[src/verilog/usp_map.svh]
// Purpose: constants for the serial port block
// Assumes: 10 MHz core clock
// Notes:   offsets, counts and reset values only
`ifndef USP_MAP_SVH
`define USP_MAP_SVH

// Core clock rate in Hz
`define USP_CLK_HZ     10000000
// Oversampling ticks per asynchronous bit
`define USP_OSR        8
`define USP_OSR_LAST   3'h7
// Sample window of the majority filter
`define USP_SMP_FIRST  3'h3
`define USP_SMP_LAST   3'h5
// Character length limits and frame width
`define USP_MIN_BITS   4'h5
`define USP_MAX_BITS   4'h9
`define USP_SPI_BITS   4'h8
`define USP_SPI_LAST   4'h7
// Infrared pulse length and receive stretch, in ticks
`define USP_IR_PULSE   3'h2
`define USP_IR_HOLD    3'h6
`define USP_IR_MAX_BPS 115200
// Reset values
`define USP_RST_LINE   1'b1
`define USP_RST_DATA   9'h000
`define USP_RST_FRAME  13'h1FFF

`endif

[src/verilog/usp_pkg.sv]
// Purpose: types shared by the serial port block
// Assumes: constants live in usp_map.svh
// Notes:   state encodings follow Gray order
package usp_pkg;

  // Operating mode of the port
  typedef enum logic [1:0]
  {
    USP_MODE_ASYNC    = 2'h0,
    USP_MODE_SYNC_MST = 2'h1,
    USP_MODE_SYNC_SLV = 2'h3,
    USP_MODE_SPI      = 2'h2
  } usp_mode_t;

  // Transmitter states
  typedef enum logic
  {
    USP_TX_IDLE  = 1'b0,
    USP_TX_SHIFT = 1'b1
  } usp_tx_state_t;

  // Receiver states
  typedef enum logic
  {
    USP_RX_IDLE = 1'b0,
    USP_RX_BITS = 1'b1
  } usp_rx_state_t;

endpackage : usp_pkg

[src/verilog/usp_baud.sv]
// Purpose: fractional baud tick generator
// Assumes: div_int_i of zero acts as one
// Notes:   mean tick period is int + frac/16 clocks
`timescale 1ns/1ps
module usp_baud
(
  // Clock and reset
  input  wire logic        clock_i,
  input  wire logic        arst_n_i,
  // Divider setting
  input  wire logic        run_i,
  input  wire logic [11:0] div_int_i,
  input  wire logic [3:0]  div_frac_i,
  // Tick out
  output logic             tick_o
);

  logic [11:0] cnt_reg;
  logic [3:0]  acc_reg;
  logic        extra_reg;
  logic [11:0] lim;
  logic [4:0]  acc_sum;

  // Period limit stretched by one when the fraction overflows
  always_comb
  begin
    lim     = ((div_int_i == 12'h000) ? 12'h000 : div_int_i - 12'h001) + {11'h000, extra_reg};
    acc_sum = {1'b0, acc_reg} + {1'b0, div_frac_i};
    tick_o  = run_i && (cnt_reg == lim);
  end

  // Cycle counter
  always_ff @(posedge clock_i or negedge arst_n_i)
  begin
    if (!arst_n_i)
      cnt_reg <= 12'h000;
    else if (!run_i || tick_o)
      cnt_reg <= 12'h000;
    else
      cnt_reg <= cnt_reg + 12'h001;
  end

  // Fraction accumulator spreads the extra cycles evenly
  always_ff @(posedge clock_i or negedge arst_n_i)
  begin
    if (!arst_n_i)
    begin
      acc_reg   <= 4'h0;
      extra_reg <= 1'b0;
    end
    else if (!run_i)
    begin
      acc_reg   <= 4'h0;
      extra_reg <= 1'b0;
    end
    else if (tick_o)
    begin
      acc_reg   <= acc_sum[3:0];
      extra_reg <= acc_sum[4];
    end
  end

endmodule : usp_baud

[src/verilog/usp_top.sv]
// Purpose: serial transceiver with SPI master mode
// Assumes: all inputs synchronous to clock_i
// Notes:   one baud tick shared by both directions
// Operation
// [RULE_01] Full duplex, asynchronous or synchronous mode
// [RULE_02] Sync clock max half, async eighth
// [RULE_03] Five to nine data bits, 1-2 stops
// [RULE_04] Fractional baud divider from any clock
// [RULE_05] Odd or even parity generated and checked
// [RULE_06] Framing error and overrun flagged separately
// [RULE_07] False start rejection and low-pass filter
// [RULE_08] Three interrupts: txc, dre, rxc
// [RULE_09] Multiprocessor mode drops unaddressed data frames
// [RULE_10] Buffered both ways, back-to-back frames
// [RULE_11] Sync slave takes clock from pin
// [RULE_12] SPI mode drops framing logic only
// [RULE_13] SPI double buffered, bit order, half clock
// [RULE_14] Pins and interrupts same in both modes
// [RULE_15] Infrared pulse codec up to 115.2 kbps
// [RULE_16] Three pins: clock, receive, transmit
// [RULE_17] Oversampled receive, centre samples, confirmed start
`timescale 1ns/1ps
`include "usp_map.svh"
module usp_top
(
  // Clock and reset
  input  wire logic               clock_i,
  input  wire logic               arst_n_i,
  // Configuration
  input  wire logic               tx_en_i,
  input  wire logic               rx_en_i,
  input  wire usp_pkg::usp_mode_t mode_i,
  input  wire logic [3:0]         char_bits_i,
  input  wire logic               stop2_i,
  input  wire logic               par_en_i,
  input  wire logic               par_odd_i,
  input  wire logic               mpcm_i,
  input  wire logic               lsb_first_i,
  input  wire logic               infrared_pulse_codec_en_i,
  input  wire logic [11:0]        baud_int_i,
  input  wire logic [3:0]         baud_frac_i,
  // Transmit data
  input  wire logic [8:0]         tx_data_i,
  input  wire logic               tx_wr_i,
  input  wire logic               txc_clr_i,
  // Receive data
  input  wire logic               rx_rd_i,
  output logic [8:0]              rx_data_o,
  output logic                    rx_ferr_o,
  output logic                    rx_perr_o,
  output logic                    rx_ovf_o,
  // Interrupt requests
  output logic                    irq_txc_o,
  output logic                    irq_dre_o,
  output logic                    irq_rxc_o,
  // Pins
  input  wire logic               xfer_clock_pin_i,
  output logic                    xfer_clock_pin_o,
  output logic                    xfer_clock_pin_oe_n_o,
  input  wire logic               rx_data_pin_i,
  output logic                    tx_data_pin_o,
  output logic                    tx_data_pin_oe_n_o
);
  import usp_pkg::*;

  // Clamp the character length into the legal range
  function automatic logic [3:0] char_len(input logic [3:0] c);
    if (c < `USP_MIN_BITS)
      return `USP_MIN_BITS;
    else if (c > `USP_MAX_BITS)
      return `USP_MAX_BITS;
    return c;
  endfunction : char_len

  // Parity over the low n bits; odd starts from one
  function automatic logic calc_par(input logic [8:0] d, input logic [3:0] n, input logic odd);
    logic p;
    p = odd;
    for (int i = 0; i < 9; i++)
      if (i < int'(n))
        p = p ^ d[i];
    return p;
  endfunction : calc_par

  // Whole frame, start bit in bit 0, idle ones above
  function automatic logic [12:0] build_frame(input logic [8:0] d, input logic [3:0] n,
                                              input logic pe, input logic odd);
    logic [12:0] f;
    f    = `USP_RST_FRAME;
    f[0] = 1'b0;
    for (int i = 0; i < 9; i++)
      if (i < int'(n))
        f[i + 1] = d[i];
    if (pe)
      f[n + 4'h1] = calc_par(d, n, odd);
    return f;
  endfunction : build_frame

  // Bit reversal of a byte for MSB-first SPI
  function automatic logic [7:0] rev8(input logic [7:0] d);
    logic [7:0] r;
    for (int i = 0; i < 8; i++)
      r[i] = d[7 - i];
    return r;
  endfunction : rev8

  // Declarations
  logic          tick;
  logic [3:0]    nbits;
  logic          is_spi;
  logic          is_async;
  logic          is_master;
  logic          xck_reg;
  logic          xck_prev_reg;
  logic          rise_ev;
  logic          fall_ev;
  usp_tx_state_t tx_state_reg;
  logic [8:0]    tx_buf_reg;
  logic          tx_full_reg;
  logic [12:0]   tx_sh_reg;
  logic [3:0]    tx_left_reg;
  logic [2:0]    tx_os_reg;
  logic          txc_reg;
  logic          tx_pin_reg;
  logic          tx_busy;
  logic          tx_bit_end;
  logic          tx_last;
  logic          tx_load;
  logic [3:0]    tx_len;
  usp_rx_state_t rx_state_reg;
  logic [2:0]    rx_os_reg;
  logic [2:0]    rx_smp_reg;
  logic [3:0]    rx_idx_reg;
  logic [8:0]    rx_sh_reg;
  logic          rx_perr_reg;
  logic [8:0]    rx_buf_reg;
  logic          rx_full_reg;
  logic          rx_ferr_reg;
  logic          rx_perrb_reg;
  logic          rx_ovf_reg;
  logic [2:0]    ir_cnt_reg;
  logic          rx_line;
  logic          rx_maj;
  logic          rx_bit_ev;
  logic          rx_bit_val;
  logic [3:0]    rx_stop_idx;
  logic          rx_done;
  logic          spi_done;
  logic          rx_addr;
  logic          rx_deliver;
  logic [7:0]    spi_word;
  logic [8:0]    rx_word;

  // Fractional baud tick, at most one per clock
  usp_baud u_baud
  (
    .clock_i    (clock_i),
    .arst_n_i   (arst_n_i),
    .run_i      (tx_en_i | rx_en_i),
    .div_int_i  (baud_int_i),
    .div_frac_i (baud_frac_i),
    .tick_o     (tick)
  ); // see [RULE_04]

  // Mode decode
  assign nbits     = char_len(char_bits_i); // see [RULE_03]
  assign is_spi    = (mode_i == USP_MODE_SPI);
  assign is_async  = (mode_i == USP_MODE_ASYNC); // see [RULE_01]
  assign is_master = (mode_i == USP_MODE_SYNC_MST) || is_spi;
  assign tx_busy   = (tx_state_reg == USP_TX_SHIFT);

  // Clock edges: own divided clock, or the remote one
  always_comb
  begin
    rise_ev = 1'b0;
    fall_ev = 1'b0;
    if (is_master)
    begin
      rise_ev = tick && tx_busy && !xck_reg; // see [RULE_02]
      fall_ev = tick && tx_busy && xck_reg;
    end
    else if (mode_i == USP_MODE_SYNC_SLV)
    begin
      rise_ev = xfer_clock_pin_i && !xck_prev_reg; // see [RULE_11]
      fall_ev = !xfer_clock_pin_i && xck_prev_reg;
    end
  end

  // Master clock toggles each tick while a frame shifts
  always_ff @(posedge clock_i or negedge arst_n_i)
  begin
    if (!arst_n_i)
    begin
      xck_reg      <= 1'b0;
      xck_prev_reg <= 1'b0;
    end
    else
    begin
      xck_prev_reg <= xfer_clock_pin_i;
      if (!is_master || !tx_busy)
        xck_reg <= 1'b0;
      else if (tick)
        xck_reg <= !xck_reg; // see [RULE_13]
    end
  end

  // Transmit bit boundaries
  assign tx_bit_end = is_async ? (tick && tx_busy && (tx_os_reg == `USP_OSR_LAST)) : fall_ev;
  assign tx_last    = tx_bit_end && (tx_left_reg == 4'h1);
  // Next frame loads on the last bit edge, so no idle gap
  assign tx_load    = tx_en_i && tx_full_reg && (!tx_busy || tx_last); // see [RULE_10]
  assign tx_len     = 4'h2 + nbits + {3'h0, par_en_i} + {3'h0, stop2_i}; // see [RULE_03]

  // Transmit holding buffer; a write while full is dropped
  always_ff @(posedge clock_i or negedge arst_n_i)
  begin
    if (!arst_n_i)
    begin
      tx_buf_reg  <= `USP_RST_DATA;
      tx_full_reg <= 1'b0;
    end
    else if (tx_wr_i && !tx_full_reg && tx_en_i)
    begin
      tx_buf_reg  <= tx_data_i;
      tx_full_reg <= 1'b1;
    end
    else if (tx_load || !tx_en_i)
      tx_full_reg <= 1'b0;
  end

  // Transmit shifter
  always_ff @(posedge clock_i or negedge arst_n_i)
  begin
    if (!arst_n_i)
    begin
      tx_state_reg <= USP_TX_IDLE;
      tx_sh_reg    <= `USP_RST_FRAME;
      tx_left_reg  <= 4'h0;
    end
    else if (!tx_en_i)
    begin
      tx_state_reg <= USP_TX_IDLE;
      tx_sh_reg    <= `USP_RST_FRAME;
      tx_left_reg  <= 4'h0;
    end
    else if (tx_load)
    begin
      tx_state_reg <= USP_TX_SHIFT;
      if (is_spi)
      begin
        // No start, parity or stop bits in SPI
        tx_sh_reg   <= {5'h1F, lsb_first_i ? tx_buf_reg[7:0] : rev8(tx_buf_reg[7:0])}; // see [RULE_12]
        tx_left_reg <= `USP_SPI_BITS; // see [RULE_13]
      end
      else
      begin
        tx_sh_reg   <= build_frame(tx_buf_reg, nbits, par_en_i, par_odd_i); // see [RULE_05]
        tx_left_reg <= tx_len;
      end
    end
    else if (tx_last)
    begin
      tx_state_reg <= USP_TX_IDLE;
      tx_sh_reg    <= `USP_RST_FRAME;
      tx_left_reg  <= 4'h0;
    end
    else if (tx_bit_end)
    begin
      tx_sh_reg   <= {1'b1, tx_sh_reg[12:1]};
      tx_left_reg <= tx_left_reg - 4'h1;
    end
  end

  // Oversample phase within a transmitted bit
  always_ff @(posedge clock_i or negedge arst_n_i)
  begin
    if (!arst_n_i)
      tx_os_reg <= 3'h0;
    else if (!tx_busy || tx_load)
      tx_os_reg <= 3'h0;
    else if (tick)
      tx_os_reg <= tx_os_reg + 3'h1;
  end

  // Complete flag; a new set beats a clear in the same cycle
  always_ff @(posedge clock_i or negedge arst_n_i)
  begin
    if (!arst_n_i)
      txc_reg <= 1'b0;
    else if (tx_last && !tx_full_reg)
      txc_reg <= 1'b1; // see [RULE_08]
    else if (txc_clr_i)
      txc_reg <= 1'b0;
  end

  // Transmit pin; the infrared codec sends a zero as a short low pulse
  always_ff @(posedge clock_i or negedge arst_n_i)
  begin
    if (!arst_n_i)
      tx_pin_reg <= `USP_RST_LINE;
    else if (infrared_pulse_codec_en_i && is_async)
      tx_pin_reg <= tx_sh_reg[0] || (tx_os_reg >= `USP_IR_PULSE); // see [RULE_15]
    else
      tx_pin_reg <= tx_sh_reg[0];
  end

  // Infrared receive: stretch a short pulse over most of the bit
  always_ff @(posedge clock_i or negedge arst_n_i)
  begin
    if (!arst_n_i)
      ir_cnt_reg <= 3'h0;
    else if (infrared_pulse_codec_en_i && !rx_data_pin_i)
      ir_cnt_reg <= `USP_IR_HOLD; // see [RULE_15]
    else if (tick && (ir_cnt_reg != 3'h0))
      ir_cnt_reg <= ir_cnt_reg - 3'h1;
  end

  // Receive line, bit events and frame end decode
  always_comb
  begin
    rx_line     = (infrared_pulse_codec_en_i && is_async) ? (rx_data_pin_i && (ir_cnt_reg == 3'h0)) : rx_data_pin_i;
    // Majority of three centre samples is the low-pass filter
    rx_maj      = (rx_smp_reg[0] & rx_smp_reg[1]) | (rx_smp_reg[0] & rx_smp_reg[2]) |
                  (rx_smp_reg[1] & rx_smp_reg[2]); // see [RULE_07]
    rx_bit_ev   = 1'b0;
    rx_bit_val  = rx_line;
    if (rx_state_reg == USP_RX_BITS)
    begin
      if (is_async)
      begin
        rx_bit_ev  = tick && (rx_os_reg == `USP_OSR_LAST); // see [RULE_17]
        rx_bit_val = rx_maj;
      end
      else if (!is_spi)
        rx_bit_ev = rise_ev;
    end
    rx_stop_idx = nbits + 4'h1 + {3'h0, par_en_i};
    rx_done     = !is_spi && rx_bit_ev && (rx_idx_reg == rx_stop_idx);
    spi_done    = is_spi && rise_ev && (rx_idx_reg == `USP_SPI_LAST);
    // Address marker: ninth bit, else first stop bit
    rx_addr     = (nbits == `USP_MAX_BITS) ? rx_sh_reg[8] : rx_bit_val;
    rx_deliver  = (rx_done && !(mpcm_i && !rx_addr)) || spi_done; // see [RULE_09]
    spi_word    = lsb_first_i ? {rx_line, rx_sh_reg[7:1]} : {rx_sh_reg[6:0], rx_line};
    rx_word     = is_spi ? {1'b0, spi_word} : rx_sh_reg;
  end

  // Receive state machine and shifter
  always_ff @(posedge clock_i or negedge arst_n_i)
  begin
    if (!arst_n_i)
    begin
      rx_state_reg <= USP_RX_IDLE;
      rx_os_reg    <= 3'h0;
      rx_smp_reg   <= 3'h7;
      rx_idx_reg   <= 4'h0;
      rx_sh_reg    <= `USP_RST_DATA;
      rx_perr_reg  <= 1'b0;
    end
    else if (!rx_en_i)
    begin
      rx_state_reg <= USP_RX_IDLE;
      rx_idx_reg   <= 4'h0;
    end
    else if (is_spi)
    begin
      // Receive shifts with the transmit clock
      rx_state_reg <= USP_RX_IDLE;
      if (rise_ev)
      begin
        rx_sh_reg[7:0] <= spi_word;
        rx_idx_reg     <= spi_done ? 4'h0 : rx_idx_reg + 4'h1;
      end
      else if (!tx_busy)
        rx_idx_reg <= 4'h0;
    end
    else
    begin
      case (rx_state_reg)
        USP_RX_IDLE:
        begin
          if (is_async ? (tick && !rx_line) : (rise_ev && !rx_line))
          begin
            rx_state_reg <= USP_RX_BITS;
            rx_sh_reg    <= `USP_RST_DATA;
            rx_perr_reg  <= 1'b0;
            rx_os_reg    <= 3'h1;
            rx_smp_reg   <= 3'h7;
            // Synchronous start bit is taken on the spot
            rx_idx_reg   <= is_async ? 4'h0 : 4'h1;
          end
        end
        USP_RX_BITS:
        begin
          if (is_async && tick)
          begin
            rx_os_reg <= rx_os_reg + 3'h1;
            if ((rx_os_reg >= `USP_SMP_FIRST) && (rx_os_reg <= `USP_SMP_LAST))
              rx_smp_reg <= {rx_smp_reg[1:0], rx_line}; // see [RULE_17]
          end
          if (rx_bit_ev)
          begin
            if ((rx_idx_reg == 4'h0) && rx_bit_val)
              rx_state_reg <= USP_RX_IDLE; // see [RULE_07]
            else if (rx_idx_reg == rx_stop_idx)
              rx_state_reg <= USP_RX_IDLE;
            else
            begin
              if ((rx_idx_reg != 4'h0) && (rx_idx_reg <= nbits))
                rx_sh_reg[rx_idx_reg - 4'h1] <= rx_bit_val;
              if (par_en_i && (rx_idx_reg == nbits + 4'h1))
                rx_perr_reg <= rx_bit_val != calc_par(rx_sh_reg, nbits, par_odd_i); // see [RULE_05]
              rx_idx_reg <= rx_idx_reg + 4'h1;
            end
          end
        end
        default:
          rx_state_reg <= USP_RX_IDLE;
      endcase
    end
  end

  // Receive buffer; a new frame beats a read in the same cycle
  always_ff @(posedge clock_i or negedge arst_n_i)
  begin
    if (!arst_n_i)
    begin
      rx_buf_reg   <= `USP_RST_DATA;
      rx_full_reg  <= 1'b0;
      rx_ferr_reg  <= 1'b0;
      rx_perrb_reg <= 1'b0;
    end
    else if (rx_deliver && (!rx_full_reg || rx_rd_i))
    begin
      rx_buf_reg   <= rx_word; // see [RULE_10]
      rx_full_reg  <= 1'b1;
      // Frame checks are off in SPI mode
      rx_ferr_reg  <= !is_spi && !rx_bit_val && !(mpcm_i && (nbits != `USP_MAX_BITS)); // see [RULE_06]
      rx_perrb_reg <= !is_spi && rx_perr_reg;
    end
    else if (rx_rd_i)
      rx_full_reg <= 1'b0;
  end

  // Overrun: frame lost because the buffer was still full
  always_ff @(posedge clock_i or negedge arst_n_i)
  begin
    if (!arst_n_i)
      rx_ovf_reg <= 1'b0;
    else if (rx_deliver && rx_full_reg && !rx_rd_i)
      rx_ovf_reg <= 1'b1; // see [RULE_06]
    else if (rx_rd_i)
      rx_ovf_reg <= 1'b0;
  end

  // Data and status outputs straight from flip-flops
  assign rx_data_o = rx_buf_reg;
  assign rx_ferr_o = rx_ferr_reg;
  assign rx_perr_o = rx_perrb_reg;
  assign rx_ovf_o  = rx_ovf_reg;

  // Interrupt levels, same in frame and SPI modes
  assign irq_txc_o = txc_reg; // see [RULE_14]
  assign irq_dre_o = tx_en_i && !tx_full_reg; // see [RULE_08]
  assign irq_rxc_o = rx_full_reg;

  // Pin drivers; enables are low while driving
  assign tx_data_pin_o         = tx_pin_reg; // see [RULE_16]
  assign tx_data_pin_oe_n_o    = !tx_en_i;
  assign xfer_clock_pin_o      = xck_reg;
  assign xfer_clock_pin_oe_n_o = !(is_master && (tx_en_i || rx_en_i)); // see [RULE_14]

endmodule : usp_top

[config.mk]
export PLATFORM = sky130hd
export DESIGN_NAME = usp_top
export DESIGN_NICKNAME = d
export VERILOG_FILES = /design/src/verilog/usp_pkg.sv /design/src/verilog/usp_baud.sv /design/src/verilog/usp_top.sv
export VERILOG_INCLUDE_DIRS = /design/src /design/src/verilog
export SDC_FILE = /design/constraint.sdc
export NUM_CORES = 1
export LEC_CHECK = 0
export BUFFER_PORTS_ARGS = -buffer_cell sky130_fd_sc_hd__buf_2
export CAP_MARGIN = 20
export CORE_MARGIN = 2
export CORE_UTILIZATION = 55
export CTS_CLUSTER_SIZE = 16
export DETAILED_ROUTE_END_ITERATION = 8
export GPL_TIMING_DRIVEN = 1
export PLACE_DENSITY = 0.75
export SLEW_MARGIN = 10
export SYNTH_ARGS = -nofsm -noshare
export SYNTH_HDL_FRONTEND = slang
export SYNTH_SLANG_ARGS = --single-unit
export TNS_END_PERCENT = 10
[constraint.sdc]
create_clock -name clock_i -period 10.4 [get_ports clock_i]
set_input_delay 1.56 -clock clock_i [delete_from_list [all_inputs] [get_ports clock_i]]
set_output_delay 1.56 -clock clock_i [all_outputs]
set_load 0.02 [all_outputs]
==> results of run 1 <==
-- synthesized netlist by cell type, drive strengths merged (5+ instances only) --
master   n  area (um^2)
ha      41          513
mux2i   26          260
a211o    6         52.6
nand2   66          248
o22ai   17          106
a211oi  24          195
o211ai   5         37.5
nor4     9          101
inv     48          180
nand3   23          128
or3      5         31.3
dfstp   17          447
o21ai   47          235
nor3b    5         37.5
clkbuf  27          101
o31ai   10         75.1
buf     11         75.1
nor2b    7         43.8
a21o    10         75.1
xnor2   37          324
a21oi   41          209
xor2    21          184
a31oi    6         43.8
nand4    8         50.1
a21boi   6         45.0
nand2b  10         62.6
nor2    68          255
nor3    15         80.1
mux2    20          244
dfrtp   72         1800
and3    10         62.6
-- through the flow --
step / std cells / cell area, um^2 / hold slack [ns] / util (%) / power, mW
finish: 1007 / 7700 / 0.478 / 61.5 / 1.01
global placement: 989 / 7370 / 0.461 / 58.9 / 0.666
floorplan: 789 / 6990 / 0.451 / - / 0.610
CTS: 1005 / 7680 / 0.479 / 61.3 / 1.02
detailed placement: 989 / 7370 / 0.467 / 58.9 / 0.677
global route: 1007 / 7700 / 0.495 / 61.5 / 1.06
-- worst max-delay path: cells and delay by family --
family,cells,cell delay (ns)
mux,1,0.34
buf+inv,3,0.50
compound gates,4,1.42
fa+ha+maj,3,0.56
simple gates,8,2.21
-- per-layer routing --
layer | track usage (%) | vias up | share of wire [%]
met5 | 0 | - | 0
met4 | 9.80 | 0 | 2.3
met3 | 4.88 | 38 | 5.2
met2 | 43.4 | 193 | 49
met1 | 33.9 | 2932 | 43
li1 | - | 2938 | -
-- where the power goes --
group | switching [mW] | internal [mW] | leakage (nW)
clock | 0.138 | 0.199 | 0.149
sequential | 0.0390 | 0.388 | 1.12
combinational | 0.143 | 0.104 | 2.08
total | 0.320 | 0.692 | 3.35
-- cell type report --
| cell class | count | area (um^2) |
|---|---|---|
| tap | 172 | 215 |
| sequential | 89 | 2250 |
| inverter | 49 | 184 |
| timing repair buffer | 68 | 357 |
| fill | 1096 | 4820 |
| multi-input combinational | 613 | 4390 |
| clock buffer | 12 | 256 |
| clock inverter | 4 | 51.3 |
-- cells by family after synthesis --
group / share of synthesized area [%]
and+or+nand+nor: 18.2
AOI/OAI and AO/OA: 21.9
DFF: 32.2
buffers and inverters: 5.16
xor gates and xnor gates: 7.27
muxes: 7.22
adders and majority gates: 8.06
-- path summary, 6_finish.rpt --
kind / end / slack, ns / cells after the start
setup / recovery: rx_data_o[1] / 4.05 / 19
hold / removal: tx_sh_reg[3] / 0.48 / 2
setup reg to reg: rx_data_o[1] / 6.00 / 13
hold reg to reg: tx_sh_reg[3] / 0.48 / 2
max in group asynchronous: rx_sh_reg[4] / 8.56 / 1
min in group asynchronous: rx_data_o[8] / 1.25 / 1
==> flow_summary.ini, run 1 <==
[global_route]
grt_pass1_wl_um = 28200
track_usage_pct = 26.1
antenna_found_initial = 0
overflow = 0
grt_pass1_vias = 5913
grt_max_degree = 90

[timing]
maxSlewHeadroom_pct = 36.0
post-route-period-util_pct = 61.1
fin_ws_ns = 4.05
final-hold-violation-count = 0
max_freq_mhz = 157
slew_viol_final = 0
rsz0062_at_grt = no
finalSetupViolations = 0
fin_crit_ns = 6.35
worstMarginPinSlew_ns = 0.959
tns_ns = 0
skew_ns = 0.0112

[routing]
wl_per_cell_um = 17.0
avgViaCountPerCell = 6.06
wirelength_um = 17100
num_vias = 6101
postRouteAntennaNets = 0
route.detailed.drc = 0
drtIter0Drc = 413
first_pass_iters = 5

[synthesis]
synth-edff-count = 0
yosysSeqAreaShare_pct = 32.2
synth.cell_area_um2 = 6990
synth_cell_types = 84
postSynthAreaPerCell_um2 = 8.86
ys.flop_type = dfrtp_1
ys_warn_count = 0
ys_ff_latch = 89
syn_nets = 878
synth-async-reset-ratio_pct = 100
syn_inst = 789

[die]
die_area_um2 = 13600
ios = 65
fp.dieH_um = 117
num_rows = 41
initial_utilization_pct = 55.8
core-area_um2 = 12500
die_w_um = 117

[pwr]
power_leakage_nw = 3.35
ir_drop_uv = 103
powerDensity_nw_per_um2 = 131

[setup_path]
critPathMaxFanout = 15
crit_start = baud_int_i[0]
start_kind = input port
path_common_cell = ha_1
slowest_stage = o21bai_2
r2r-start = u_baud.extra_reg
crit_chain = buf_2, inv_1, ha_1, nor4b_2, and3_1, nor2_1, ha_1, ha_1, nand4b_1, nand2_1, a41oi_1, and4b_1, nor3_2, nor4_4, o21bai_2, a21oi_2, o21ai_1, buf_4, mux2_2
worstSetupPathType = in2reg
critical_path_arrival_ns = 6.59
max_stage_delay_ns = 0.57
crit_required_ns = 10.64
endpoint_kind = flip-flop

[clock_tree]
cts_resized = 0
postCtsSetupBuffers = 0
cts_tree = built
cts.sinks = 89
htreeDepth = 3
clockBufferDepth = 2
cts-hold-fix-buffers = 0
clk_pin_slew_worst_paths_ns = 0.06
insertion_delay_ns = 0.35
cts_buffers = 9
clock-root-buffer = clkbuf_16

[status]
outcome = completed

[min_path]
min-delay-start = tx_sh_reg[3]
min_path_type = reg2reg

[finish]
nets = 919
layout-drive-gt1-share_pct = 17.0
largest_reg_flops = 13
final_common_cell = dfrtp_1
final_cell_mix = dfrtp_1 (72), nor2_1 (68), nand2_1 (66)
syn_to_final_growth_pct = 10.2
n_antenna_cell = 0

[place]
gp_congestion = 0.941
place_hpwl_um = 12600
dp_slack_ns = 3.33
portBuffers = 64

[job]
maxCapViolCount = 0
(Power assumes the default switching activity.)
==> run 2, diff against run 1 <==
Clock period 10.4 ns to 6.1 ns, I/O delays scaled along.
==> flow_summary.ini, run 2 (synthesis results as in run 1) <==
[status]
outcome = completed

[pwr]
powerDensity_nw_per_um2 = 224
clkPwrFrac_pct = 33.4
p_comb_share_pct = 24.4
power_leakage_nw = 3.36
ir_drop_uv = 198
power_switching_share_pct = 31.8
p_int_mw = 1.18
p_sw_uw = 550
p_total_mw = 1.73
seq_power_share_pct = 42.2

[die]
die_w_um = 117
die_area_um2 = 13600
ios = 65
num_rows = 41
initial_utilization_pct = 55.8
fp.dieH_um = 117
core-area_um2 = 12500

[global_route]
grt_max_degree = 62
grt_pass1_vias = 6026
grt_pass1_wl_um = 28900
antenna_found_initial = 0
overflow = 0
track_usage_pct = 26.7

[finish]
layout-drive-gt1-share_pct = 17.3
fill_cells = 1073
final_common_cell = dfrtp_1
largest_reg_flops = 13
n_antenna_cell = 0
final_cell_mix = dfrtp_1 (72), nor2_1 (68), nand2_1 (66)
post-route-util_pct = 61.6
final_area_um2 = 7720
multi_input_area_um2 = 4390
stdcell_count = 1010
syn_to_final_growth_pct = 10.4
seq_area_um2 = 2250
nets = 922

[setup_path]
critical_path_arrival_ns = 5.77
max_stage_delay_ns = 0.64
crit_required_ns = 6.34
reg2regPathDepth = 13
crit_cells = 19
path_common_cell = ha_1
slowest_stage = nor4b_2
critPathMaxFanout = 15
endpoint_kind = flip-flop
start_kind = input port
worstSetupPathType = in2reg
crit_chain = buf_2, inv_1, ha_1, nor4b_2, and3_1, nor2_1, ha_1, ha_1, o2111ai_1, nand2_1, a41oi_1, and4b_1, nor3_2, nor4_4, o21bai_2, a21oi_2, o21ai_1, buf_4, mux2_2
path_buf_inv = 3
critPathTopFamily = simple AND/OR/NAND/NOR gates

[timing]
fin_crit_ns = 5.54
final-hold-violation-count = 0
slew_viol_final = 0
tns_ns = 0
holdWs_ns = 0.480
post-route-period-util_pct = 90.8
max_freq_mhz = 181
finalSetupViolations = 0
fin_ws_ns = 0.564
worstMarginPinSlew_ns = 0.920
skew_ns = 0.00742
rsz0062_at_grt = no
maxSlewHeadroom_pct = 38.2

[clock_tree]
cts_buffers = 9
clockBufferDepth = 2
cts-hold-fix-buffers = 0
htreeDepth = 3
insertion_delay_ns = 0.35
postCtsSetupBuffers = 0
cts_tree = built
clk_pin_slew_worst_paths_ns = 0.07
cts_resized = 0
clock-root-buffer = clkbuf_16
cts.sinks = 89

[place]
dp_slack_ns = 0.253
post_dp_cell_area_um2 = 7410
placed_cells = 994
gp_congestion = 0.910
portBuffers = 64
place_hpwl_um = 12700

[min_path]
min_path_type = reg2reg
whs_path_depth = 2

[routing]
first_pass_iters = 6
postRouteAntennaNets = 0
wirelength_um = 17100
avgViaCountPerCell = 6.11
wl_per_cell_um = 16.9
drtIter0Drc = 377
num_vias = 6171
route.detailed.drc = 0

[job]
maxCapViolCount = 0
-- run 2: cell type report --
class | instances | area share (%)
multi-input cells | 613 | 56.8
flip-flops and latches | 89 | 29.1
repair buffers | 71 | 4.86
clock buffers | 12 | 3.32
well taps | 172 | 2.79
inverters | 49 | 2.38
clock inverters | 4 | 0.665
-- run 2: worst min-delay path, cell delays in order (launching register included) --
cell	delay, ns
dfstp_2	0.37
nand2_1	0.04
o21ai_0	0.06
-- run 2: path summary, 6_finish.rpt --
check / start / end / slack [ns]
worst max-delay path: baud_int_i[0] / rx_data_o[1] / 0.56
worst min register to register: tx_sh_reg[1] / tx_sh_reg[1] / 0.48
worst max register to register: u_baud.extra_reg / rx_data_o[1] / 2.04
worst min-delay path: tx_sh_reg[1] / tx_sh_reg[1] / 0.48
max in group asynchronous: arst_n_i / tx_left_reg[3] / 4.48
min in group asynchronous: arst_n_i / rx_data_o[1] / 0.49
-- run 2: routing by layer --
| layer | track usage (%) | wire (um) |
|---|---|---|
| met1 | 34.5 | 7530 |
| met3 | 5.14 | 904 |
| met5 | 0 | 0 |
| met4 | 9.73 | 430 |
| met2 | 44.6 | 8220 |
-- run 2: power by group through the flow --
stage,Clock (mW),Combinational [mW],Sequential [mW]
6_report,0.578,0.423,0.730
5_1_grt,0.608,0.470,0.741
4_1_cts,0.586,0.422,0.728
3_5_place_dp,0,0.419,0.738
3_3_place_gp,0,0.404,0.733
2_1_floorplan,0,0.319,0.721
